<file path="src/design/port_b_mux_pkg.sv">
// Constants and types shared by the port B pin function select block
package port_b_mux_pkg;

    // Register word offsets (byte addresses)
    localparam logic [11:0] FUNC_SEL_OFFSET    = 12'h034;
    localparam logic [11:0] ALT_FUNC_OFFSET    = 12'h050;
    localparam logic [11:0] FUNC_STATUS_OFFSET = 12'h054;

    // Reset values and writable bits
    localparam logic [31:0] FUNC_SEL_RESET   = 32'h0000_0000;
    localparam logic [31:0] FUNC_SEL_WMASK   = 32'hffff_ffff;
    localparam logic [31:0] ALT_FUNC_RESET   = 32'h0000_0000;
    localparam logic [31:0] ALT_FUNC_WMASK   = 32'h0100_0c18;

    // Function select register layout
    localparam int SCHMITT_LSB  = 16;
    localparam int PIN_COUNT    = 16;
    localparam int HI_PIN_FIRST = 12;
    localparam int HI_PIN_COUNT = 4;

    // Alternate function register layout
    localparam int ALT_PIN15_TIMER_BIT = 24;
    localparam int ALT_BUS_EN_BIT      = 11;
    localparam int ALT_PIN12_CLK_OUT_BIT = 10;
    localparam int ALT_PIN11_PWM_BIT   = 4;
    localparam int ALT_PIN14_SS_BIT    = 3;

    // Status register: one field per upper pin, pin 12 lowest
    localparam int STATUS_FIELD_W = 4;

    typedef enum logic [2:0] {
        FUNC_GPIO,
        FUNC_EXT_INT,
        FUNC_TIMER_IN,
        FUNC_SPI_SS,
        FUNC_COMPARATOR,
        FUNC_CLOCK_OUT,
        FUNC_BUS_AD
    } pin_func_t;

endpackage

</file>
<file path="src/design/port_b_cfg_if.sv">
// Configuration words and decoded pin functions passed between the block's modules
`timescale 1ns/100ps
`default_nettype none

interface port_b_cfg_if;
    import port_b_mux_pkg::*;

    logic [31:0] func_word;
    logic [31:0] alt_word;
    pin_func_t   pin_func [HI_PIN_COUNT];

    modport regs   (output func_word, output alt_word, input pin_func);
    modport decode (input func_word, input alt_word, output pin_func);
endinterface

`default_nettype wire

</file>
<file path="src/design/port_b_func_decode.sv">
// Decode of register state into the function of each upper port B pin
`timescale 1ns/100ps
`default_nettype none

module port_b_func_decode
    import port_b_mux_pkg::*;
(
    port_b_cfg_if.decode cfg
);
    logic [HI_PIN_COUNT-1:0] sel;
    logic                    bus_en;
    logic                    clk_out_alt;
    logic                    timer_alt;
    logic                    ss_alt;

    assign sel       = cfg.func_word[HI_PIN_FIRST +: HI_PIN_COUNT];
    assign bus_en    = cfg.alt_word[ALT_BUS_EN_BIT];
    assign clk_out_alt = cfg.alt_word[ALT_PIN12_CLK_OUT_BIT];
    assign timer_alt = cfg.alt_word[ALT_PIN15_TIMER_BIT];
    assign ss_alt    = cfg.alt_word[ALT_PIN14_SS_BIT];

    // Pin 12: bus enable outranks the clock alternate when both are set
    assign cfg.pin_func[0] = !sel[0]  ? FUNC_GPIO
                           : bus_en   ? FUNC_BUS_AD
                           : clk_out_alt ? FUNC_CLOCK_OUT
                           :            FUNC_COMPARATOR;

    assign cfg.pin_func[1] = !sel[1] ? FUNC_GPIO
                           : bus_en  ? FUNC_BUS_AD
                           :           FUNC_COMPARATOR;

    // An alternate bit without the select bit leaves the pin as GPIO
    assign cfg.pin_func[2] = !sel[2] ? FUNC_GPIO
                           : ss_alt  ? FUNC_SPI_SS
                           :           FUNC_EXT_INT;

    assign cfg.pin_func[3] = !sel[3]   ? FUNC_GPIO
                           : timer_alt ? FUNC_TIMER_IN
                           :             FUNC_EXT_INT;
endmodule

`default_nettype wire

</file>
<file path="src/design/port_b_pin_function_select.sv">
// Port B upper pin function select with APB register access and pad routing
`timescale 1ns/100ps
`default_nettype none

// Notes on behaviour
// Bit 16+n of the function select register enables the Schmitt input of pin n when one.
// The function select register resets to zero, so all pins start as GPIO without Schmitt.
// Pin 15 is GPIO, external interrupt 1, or timer 0 input when select and bit 24 are set.
// Pin 13 is GPIO with select clear, or comparator 1 output with select set and bus off.
// Pin 13 carries external bus address/data bit 1 when select and bus enable are set.
// Pin 12 is GPIO, comparator 0 with select alone, or clock output with the clock alternate.
// Pin 12 carries bus address/data bit 0 with bus enable and select set, whatever the clock alternate.
// Pin 14 is GPIO, external interrupt 0 with select alone, or SPI3 slave select 1 with bit 3.
module port_b_pin_function_select
    import port_b_mux_pkg::*;
#(
    parameter int ADDR_W = 12
) (
    // Clock and reset
    input  wire logic                    pclk,
    input  wire logic                    presetn,
    // APB slave
    input  wire logic [ADDR_W-1:0]       paddr,
    input  wire logic                    psel,
    input  wire logic                    penable,
    input  wire logic                    pwrite,
    input  wire logic [31:0]             pwdata,
    input  wire logic [3:0]              pstrb,
    output logic      [31:0]             prdata,
    output logic                         pready,
    output logic                         pslverr,
    // GPIO controller for pins 12..15
    input  wire logic [HI_PIN_COUNT-1:0] gpio_out,
    input  wire logic [HI_PIN_COUNT-1:0] gpio_oe,
    output logic      [HI_PIN_COUNT-1:0] gpio_in_r,
    // Peripheral sources driven onto pins
    input  wire logic                    comparator0_output,
    input  wire logic                    comparator1_output,
    input  wire logic                    clock_driver_output,
    input  wire logic                    spi3_slave_select_1,
    input  wire logic [1:0]              bus_addr_data_out,
    input  wire logic                    bus_addr_data_oe,
    // Peripheral inputs taken from pins
    output logic                         external_interrupt_0_n_r,
    output logic                         external_interrupt_1_n_r,
    output logic                         timer0_external_input_r,
    output logic      [1:0]              bus_addr_data_in_r,
    // Pads 12..15, and Schmitt enables of all 16 pins
    input  wire logic [HI_PIN_COUNT-1:0] pad_in,
    output logic      [HI_PIN_COUNT-1:0] pad_out_r,
    output logic      [HI_PIN_COUNT-1:0] pad_oe_r,
    output logic      [PIN_COUNT-1:0]    port_b_schmitt_enable_r
);
    port_b_cfg_if cfg ();

    // Bus phase decode
    logic        setup_phase;
    logic        access_done;
    logic        write_go;
    logic [9:0]  word_addr;
    logic        hit_func;
    logic        hit_alt;
    logic        hit_status;
    logic        addr_ok;
    logic        bad_access;
    logic        wr_func;
    logic        wr_alt;
    logic [31:0] status_word;
    logic [31:0] rd_mux;

    // Bus answer registers
    logic        pready_r;
    logic        pslverr_r;
    logic [31:0] prdata_r;
    logic        pready_nxt;
    logic        pslverr_nxt;
    logic [31:0] prdata_nxt;

    // Pad side next values
    logic [HI_PIN_COUNT-1:0] pad_out_nxt;
    logic [HI_PIN_COUNT-1:0] pad_oe_nxt;
    logic [1:0]              bus_in_nxt;
    logic                    external_interrupt_0_n_nxt;
    logic                    external_interrupt_1_n_nxt;
    logic                    timer_in_nxt;
    logic [PIN_COUNT-1:0]    schmitt_nxt;

    // Per-pin peripheral sources, pin 12 at index 0
    logic [HI_PIN_COUNT-1:0] cmp_src;
    logic [HI_PIN_COUNT-1:0] bus_src;

    // Returns {output enable, output value} for one pad
    function automatic logic [1:0] route_pad(
        input pin_func_t func,
        input logic      g_out,
        input logic      g_oe,
        input logic      cmp,
        input logic      bus_d,
        input logic      bus_oe,
        input logic      ss,
        input logic      clk_o
    );
        logic [1:0] r;
        r = 2'h0;
        case (func)
            FUNC_GPIO:       r = {g_oe, g_out};
            FUNC_EXT_INT:    r = 2'h0;
            FUNC_TIMER_IN:   r = 2'h0;
            FUNC_SPI_SS:     r = {1'b1, ss};
            FUNC_COMPARATOR: r = {1'b1, cmp};
            FUNC_CLOCK_OUT:  r = {1'b1, clk_o};
            FUNC_BUS_AD:     r = {bus_oe, bus_d};
            default:         r = 2'h0;
        endcase
        return r;
    endfunction

    // Registers
    port_b_reg_word #(
        .WIDTH (32),
        .RESET (FUNC_SEL_RESET),
        .WMASK (FUNC_SEL_WMASK)
    ) u_func_sel (
        .pclk    (pclk),
        .presetn (presetn),
        .wr_en   (wr_func),
        .wdata   (pwdata),
        .wstrb   (pstrb),
        .q_r     (cfg.func_word)
    );

    port_b_reg_word #(
        .WIDTH (32),
        .RESET (ALT_FUNC_RESET),
        .WMASK (ALT_FUNC_WMASK)
    ) u_alt_func (
        .pclk    (pclk),
        .presetn (presetn),
        .wr_en   (wr_alt),
        .wdata   (pwdata),
        .wstrb   (pstrb),
        .q_r     (cfg.alt_word)
    );

    port_b_func_decode u_decode (
        .cfg (cfg)
    );

    // APB decode: one setup cycle, then a single access cycle
    assign setup_phase = psel & ~penable;
    assign access_done = psel & penable & pready_r;
    assign write_go    = access_done & pwrite & ~pslverr_r;
    assign word_addr   = paddr[11:2];
    assign hit_func    = (word_addr == FUNC_SEL_OFFSET[11:2]);
    assign hit_alt     = (word_addr == ALT_FUNC_OFFSET[11:2]);
    assign hit_status  = (word_addr == FUNC_STATUS_OFFSET[11:2]);
    assign addr_ok     = (paddr[1:0] == 2'h0) & (hit_func | hit_alt | hit_status);
    // Status is read-only; a write to it is answered with an error
    assign bad_access  = ~addr_ok | (pwrite & hit_status);
    assign wr_func     = write_go & hit_func;
    assign wr_alt      = write_go & hit_alt;

    for (genvar k = 0; k < HI_PIN_COUNT; k++)
    begin : g_status
        assign status_word[k*STATUS_FIELD_W +: STATUS_FIELD_W] = {1'b0, cfg.pin_func[k]};
    end
    assign status_word[31:HI_PIN_COUNT*STATUS_FIELD_W] = '0;

    assign rd_mux = hit_func   ? cfg.func_word
                  : hit_alt    ? cfg.alt_word
                  : hit_status ? status_word
                  :              32'h0000_0000;

    // Answer is prepared in setup so pready can come from a flip-flop
    assign pready_nxt  = setup_phase;
    assign pslverr_nxt = setup_phase & bad_access;
    assign prdata_nxt  = (setup_phase & ~pwrite & ~bad_access) ? rd_mux : 32'h0000_0000;

    always_ff @(posedge pclk or negedge presetn)
    begin
        if (!presetn)
        begin
            pready_r  <= 1'b0;
            pslverr_r <= 1'b0;
            prdata_r  <= 32'h0000_0000;
        end
        else
        begin
            pready_r  <= pready_nxt;
            pslverr_r <= pslverr_nxt;
            prdata_r  <= prdata_nxt;
        end
    end

    assign pready  = pready_r;
    assign pslverr = pslverr_r;
    assign prdata  = prdata_r;

    // Pad routing
    assign cmp_src = {2'h0, comparator1_output, comparator0_output};
    assign bus_src = {2'h0, bus_addr_data_out};

    for (genvar k = 0; k < HI_PIN_COUNT; k++)
    begin : g_pad
        logic [1:0] routed;
        assign routed = route_pad(cfg.pin_func[k], gpio_out[k], gpio_oe[k], cmp_src[k],
                                  bus_src[k], bus_addr_data_oe, spi3_slave_select_1,
                                  clock_driver_output);
        assign pad_out_nxt[k] = routed[0];
        assign pad_oe_nxt[k]  = routed[1];
    end

    // Inputs not routed to a peripheral hold its idle level
    assign external_interrupt_0_n_nxt   = (cfg.pin_func[2] == FUNC_EXT_INT) ? pad_in[2] : 1'b1;
    assign external_interrupt_1_n_nxt   = (cfg.pin_func[3] == FUNC_EXT_INT) ? pad_in[3] : 1'b1;
    assign timer_in_nxt = (cfg.pin_func[3] == FUNC_TIMER_IN) & pad_in[3];
    assign bus_in_nxt[0] = (cfg.pin_func[0] == FUNC_BUS_AD) & pad_in[0];
    assign bus_in_nxt[1] = (cfg.pin_func[1] == FUNC_BUS_AD) & pad_in[1];

    assign schmitt_nxt = cfg.func_word[SCHMITT_LSB +: PIN_COUNT];

    // Everything leaving the block is registered; the clock output therefore
    // is resampled by pclk and only useful well below half the pclk rate
    always_ff @(posedge pclk or negedge presetn)
    begin
        if (!presetn)
        begin
            pad_out_r                <= '0;
            pad_oe_r                 <= '0;
            gpio_in_r                <= '0;
            external_interrupt_0_n_r <= 1'b1;
            external_interrupt_1_n_r <= 1'b1;
            timer0_external_input_r  <= 1'b0;
            bus_addr_data_in_r       <= 2'h0;
            port_b_schmitt_enable_r  <= '0;
        end
        else
        begin
            pad_out_r                <= pad_out_nxt;
            pad_oe_r                 <= pad_oe_nxt;
            gpio_in_r                <= pad_in;
            external_interrupt_0_n_r <= external_interrupt_0_n_nxt;
            external_interrupt_1_n_r <= external_interrupt_1_n_nxt;
            timer0_external_input_r  <= timer_in_nxt;
            bus_addr_data_in_r       <= bus_in_nxt;
            port_b_schmitt_enable_r  <= schmitt_nxt;
        end
    end
endmodule

`default_nettype wire

</file>
<file path="src/design/port_b_reg_word.sv">
// One software register word with byte strobes, write mask and reset value
`timescale 1ns/100ps
`default_nettype none

module port_b_reg_word #(
    parameter int          WIDTH = 32,
    parameter logic [31:0] RESET = 32'h0000_0000,
    parameter logic [31:0] WMASK = 32'hffff_ffff
) (
    // Clock and reset
    input  wire logic             pclk,
    input  wire logic             presetn,
    // Write port
    input  wire logic             wr_en,
    input  wire logic [WIDTH-1:0] wdata,
    input  wire logic [WIDTH/8-1:0] wstrb,
    // Stored value
    output logic      [WIDTH-1:0] q_r
);
    logic [WIDTH-1:0] lane_mask;
    logic [WIDTH-1:0] bit_mask;
    logic [WIDTH-1:0] q_nxt;

    for (genvar b = 0; b < WIDTH / 8; b++)
    begin : g_lane
        assign lane_mask[b*8 +: 8] = {8{wstrb[b]}};
    end

    // Bits outside the mask stay at their reset value and read back as such
    assign bit_mask = lane_mask & WMASK[WIDTH-1:0];
    assign q_nxt    = (q_r & ~bit_mask) | (wdata & bit_mask);

    always_ff @(posedge pclk or negedge presetn)
    begin
        if (!presetn)
            q_r <= RESET[WIDTH-1:0];
        else if (wr_en)
            q_r <= q_nxt;
    end
endmodule

`default_nettype wire

</file>
<file path="config.mk">
export PLATFORM = sky130hd
export DESIGN_NAME = port_b_pin_function_select
export DESIGN_NICKNAME = d
export VERILOG_FILES = /design/src/design/port_b_mux_pkg.sv /design/src/design/port_b_cfg_if.sv /design/src/design/port_b_func_decode.sv /design/src/design/port_b_pin_function_select.sv /design/src/design/port_b_reg_word.sv
export SDC_FILE = /design/constraint.sdc
export NUM_CORES = 1
export LEC_CHECK = 0
export CORE_MARGIN = 5
export CORE_UTILIZATION = 62
export DETAILED_ROUTE_END_ITERATION = 7
export DONT_BUFFER_PORTS = 1
export GPL_ROUTABILITY_DRIVEN = 0
export PLACE_DENSITY_LB_ADDON = 0.05
export SLEW_MARGIN = 20
export SYNTH_ARGS = -nofsm -noshare
export SYNTH_HDL_FRONTEND = slang
export SYNTH_SLANG_ARGS = --single-unit
</file>
<file path="constraint.sdc">
create_clock -name pclk -period 2.2 [get_ports pclk]
set_input_delay 0.55 -clock pclk [delete_from_list [all_inputs] [get_ports pclk]]
set_output_delay 0.55 -clock pclk [all_outputs]
set_load 0.05 [all_outputs]
</file>
Word level (Yosys, flattened, before mapping) --
Index checks and enable logic that the tools add are counted.
Storage, ports and cells: bits in registers 131, latch bits 0, bits in writable memories 0, ROM bits 0, output and inout port bits 67, memories 0
Operators by class: add/subtract/negate cells 0, $mul 0, divide/modulo/power cells 0, magnitude comparators 0, equality and inequality tests 22, shift-type cells 0, muxes and demuxes 19, bitwise operators 31, reductions and logical operators 5
Operator list (number):
- AND 32 bit | 3
- two-way mux 32 bit | 3
- OR 32 bit | 2
- one-hot mux 2 bit (5 select lines) | 4
- == test 3 bit, second input constant | 12
- AND 32 x 25 -> 32 bit | 1
- inverter 25 -> 32 bit | 1
- inverter 32 bit | 1
- == test 10 x 5 -> 1 bit, second input constant | 2
- AND 1 bit | 15
- == test 3 x 2 -> 1 bit, second input constant | 5
- two-way mux 15 bit | 1
- two-way mux 3 bit | 5
- zero test 3 bit | 4
- == test 10 x 4 -> 1 bit, second input constant | 1
- == test 3 x 1 -> 1 bit, second input constant | 2
- two-way mux 2 bit | 3
- inverter 1 bit | 5
- two-way mux 1 bit | 3
- OR 1 bit | 3
- zero test 2 bit | 1

Depth between registers and ports, before layout --
depth after elaboration 9, gate-level depth with buffers 5

Cells and area by module --
Synthesis repeated with hierarchy kept, for this count alone.
Unflattened totals: cell total of the unflattened synthesis 352, area, all modules 4418.0 µm²
By module, submodules not included:
- port_b_pin_function_select | times used 1, cells an instance 230, area each 2743.9 µm², sequential area each 1679.1 µm²
- port_b_reg_word at u_func_sel | times used 1, cells an instance 68, area each 1186.1 µm², sequential area each 800.8 µm²
- port_b_reg_word at u_alt_func | times used 1, cells an instance 41, area each 399.1 µm², sequential area each 125.1 µm²
- port_b_func_decode | times used 1, cells an instance 13, area each 88.8 µm², sequential area each 0.0 µm²

Worst setup path before layout --
Ideal clock, no wire load.
path type in2reg, start input port paddr[7], end register (tool-made name), data arrival time 2179 ps, data required time 2072 ps, path slack -106 ps, stages on the path 4, path through or4b_4 > nor4_4 > nand2_4 > mux2_1
RTL lines:
- start: declaration | line port_b_pin_function_select.sv:23 | input wire logic [ADDR_W-1:0] paddr,

==> metrics.md <==
| Metric | Value |
|---|---|
| Initial antenna violation count | `0` |
| Routed vias/inst | `5.972` |
| Warnings from Yosys | `0` |
| Max incr delay on CP | `0.49 ns` |
| Area grow syn2layout | `10.77%` |
| Ports | `139` |
| H-tree Lvls | `3` |
| Final worst-path cycle share | `0.8845` |
| Largest family of logic cells by synthesized area | `simple AND/OR/NAND/NOR gates` |
| Reg2reg start | `pslverr` |
| N_diodes | `0` |
| Layout Nets | `348` |
| DR top layer | `met4` |
| Design Power | `3.298 mW` |
| HPWL Detailed | `5479 um` |
| Die area | `7790 um2` |
| TritonCTS clock tree | `done` |
| Met1 wire length | `3005 um` |
| Die Y-Extent | `88.26 um` |
| Result of the run | `complete, but fails checks` |
| Crit Path Category | `reg2reg` |
| Finished Layout Cells | `353` |
| Share of cells above drive strength 1 | `0.2842` |
| Core area | `5956 um2` |
| First-pass GRT wire length | `11920 um` |
| Routed len/inst | `22.10 um` |
| Worst Path Required | `2.44 ns` |
| Worst-path cell chain | `or4b_4, nor4_4, buf_4, nand2_4, mux2_4` |
| Synth cell types | `31` |
| Post-synth EDFFs | `0` |
| Clk pin slew, worst setup/hold paths | `0.10 ns` |
| Vias | `2108` |
| Total iterations of the first detailed-routing run | `4` |
| #FFs+latches synth | `104` |
| Total GRT Usage | `0.2070` |
| Clk sink count | `104` |
| Compound-cell area share of the yosys netlist | `0.04053` |
| Final Hold Vio Count | `102` |
| Post_cts resized | `0` |
| Xor-xnor portion of the synthesized cell area | `0` |
| Post-synthesis sequential area ratio | `0.6860` |
| CP startpoint | `pslverr` |
| Clock Latency Late Sink | `0.36 ns` |
| Worst hold slack | `-0.1302 ns` |
| Largest net degree at the start of global routing | `105` |
| Vias in the first global route | `2277` |
| Synth Area in Adders | `0.006590` |
| Fin. max-slew vios | `0` |
| Post-synthesis simple-gate area fraction | `0.1321` |
| Prevailing post-synth register cell | `dfrtp_1` |
| Worst hold-check path type | `in2async` |
| Asr flop ratio synth | `1.000` |
| Clock Skew | `0.01032 ns` |
| Crit-path max FO | `8` |
| Antenna Nets Post-Route | `0` |
| Num CTS Buffers | `9` |
| Post-CTS setup buffers | `0` |
| CP arrival | `2.19 ns` |
| RSZ-0062 raised after global routing | `false` |
| Root buffer cell | `clkbuf_8` |
| Residual DRC | `0` |
| Worst setup SP type | `register` |
| Max-cap viol count | `0` |
| Synthesized cell area | `3797 um2` |
| Post-Synthesis Net Count | `333` |
| Pleak | `2.141 nW` |
| Synth Area per Inst | `14.66 um2` |
| Finished Core Util | `0.7063` |
| Row cnt | `28` |
| CP Capture Type | `register` |
| Placed cells | `338` |
| Initial core utilization | `0.6376` |
| Detailed Route Iter0 Violations | `64` |
| Total Neg Setup Slack | `0 ns` |
| GR Overflow Total | `0` |
| IO buf count | `0` |
| Power Density | `784.1 nW/um2` |
| Failing checks | `hold timing` |
| # setup viols final | `0` |
| Clock Tree Buf Depth | `2` |
| Routed WL | `7802 um` |
| Slowest CP cell | `or4b_4` |
| Mux cell area share after synthesis | `0.1229` |
| Slew HR | `0.6726` |
| Die W | `88.26 um` |
| Worst slew pin tran | `0.4900 ns` |
| Peak VDD IR | `0.0004924 V` |
| Mapped Cells | `259` |
| DR WL met2 | `3834 um` |
| Minimum clock period after layout | `1.946 ns` |
| FMAX | `513.9 MHz` |
| Met3 wire length | `851 um` |
## cell usage in the layout, fill, tap and decap left out, types with 3 or more instances in the layout
master	count
dfrtp_1	100
nand2b_1	4
and3_1	21
nor3_1	4
inv_1	5
mux2_4	4
buf_4	10
o21ai_0	4
clkbuf_8	10
a32oi_1	3
a21oi_1	5
nor2_1	14
a22oi_1	11
nand2_1	5
nor2b_1	6
mux2_2	35
nand3_1	6
nor4_4	3
nand2_4	4
## worst paths after layout
| check | end | depth (start not counted) | slack, ns |
|---|---|---|---|
| setup / recovery | register | 5 | 0.25 |
| hold / removal | port_b_schmitt_enable_r[14] | 0 | -0.13 |
| setup reg to reg | register | 5 | 0.25 |
| hold reg to reg | port_b_schmitt_enable_r[3] | 0 | 0.39 |
| max in group asynchronous | external_interrupt_1_n_r | 0 | 2.14 |
| min in group pclk | gpio_in_r[1] | 0 | 0.21 |
## worst max-delay path, delay by kind of cell (launching register included)
kind | cells | cell delay (ns)
and+or+nand+nor | 3 | 0.91
DFF | 1 | 0.41
muxes | 1 | 0.32
buffers and inverters | 1 | 0.19
## cell type report
cell class	instances	area, um2
tap	75	93.84
clock inverter	4	76.32
multi-input combinational	143	1174
inverter	5	18.77
clock buffer	11	141.4
timing repair buffer	11	95.09
fill	429	1749
sequential	104	2608
## cells by family (layout without fill, tap and decap cells)
| kind of cell | count (synthesis) | count (layout) |
|---|---|---|
| flip-flops | 104 | 104 |
| AND/OR/NAND/NOR | 77 | 77 |
| multiplexers | 41 | 41 |
| AO/OA/AOI/OAI | 23 | 23 |
| buffers and inverters | 12 | 31 |
| adder cells (fa/ha/maj) | 2 | 2 |
## power by group
part,leakage (nW),internal [mW],switching [mW]
combinational,0.621,0.0190,0.0280
clock,0.106,0.670,0.610
sequential,1.41,1.92,0.0477
total,2.14,2.61,0.685
## metrics by stage
stage	hold WS (ns)	area (um2)	setup slack [ns]
2_1_floorplan	0.2544	3811	-0.04773
3_3_place_gp	0.2568	3989	0.07434
3_5_place_dp	0.2569	3989	0.02215
4_1_cts	-0.1353	4207	0.2518
5_1_grt	-0.1545	4207	0.2014
6_report	-0.1302	4207	0.2541
## synthesized netlist by cell type (all sizes together) (2+ instances only)
cell type / instances / area share
dfrtp: 102 / 0.67
mux2: 39 / 0.12
and3: 21 / 0.035
nor2: 14 / 0.014
a22oi: 11 / 0.022
nand2: 9 / 0.017
clkbuf: 7 / 0.0069
nand3: 6 / 0.0079
nor2b: 6 / 0.0099
a21oi: 5 / 0.0066
inv: 5 / 0.0049
nor4: 5 / 0.018
nand2b: 4 / 0.0066
nor3: 4 / 0.0053
o21ai: 4 / 0.0053
a32oi: 3 / 0.0069
dfstp: 2 / 0.014
ha: 2 / 0.0066
mux2i: 2 / 0.0053
nor3b: 2 / 0.0040
or4b: 2 / 0.0063
## per-layer routing
layer | global-route usage | up-vias
li1 | - | 945
met1 | 0.2602 | 1045
met2 | 0.3283 | 108
met3 | 0.08566 | 10
met4 | 0.07005 | 0
met5 | 0 | -
Note: power is estimated with default switching activity, not from simulation.
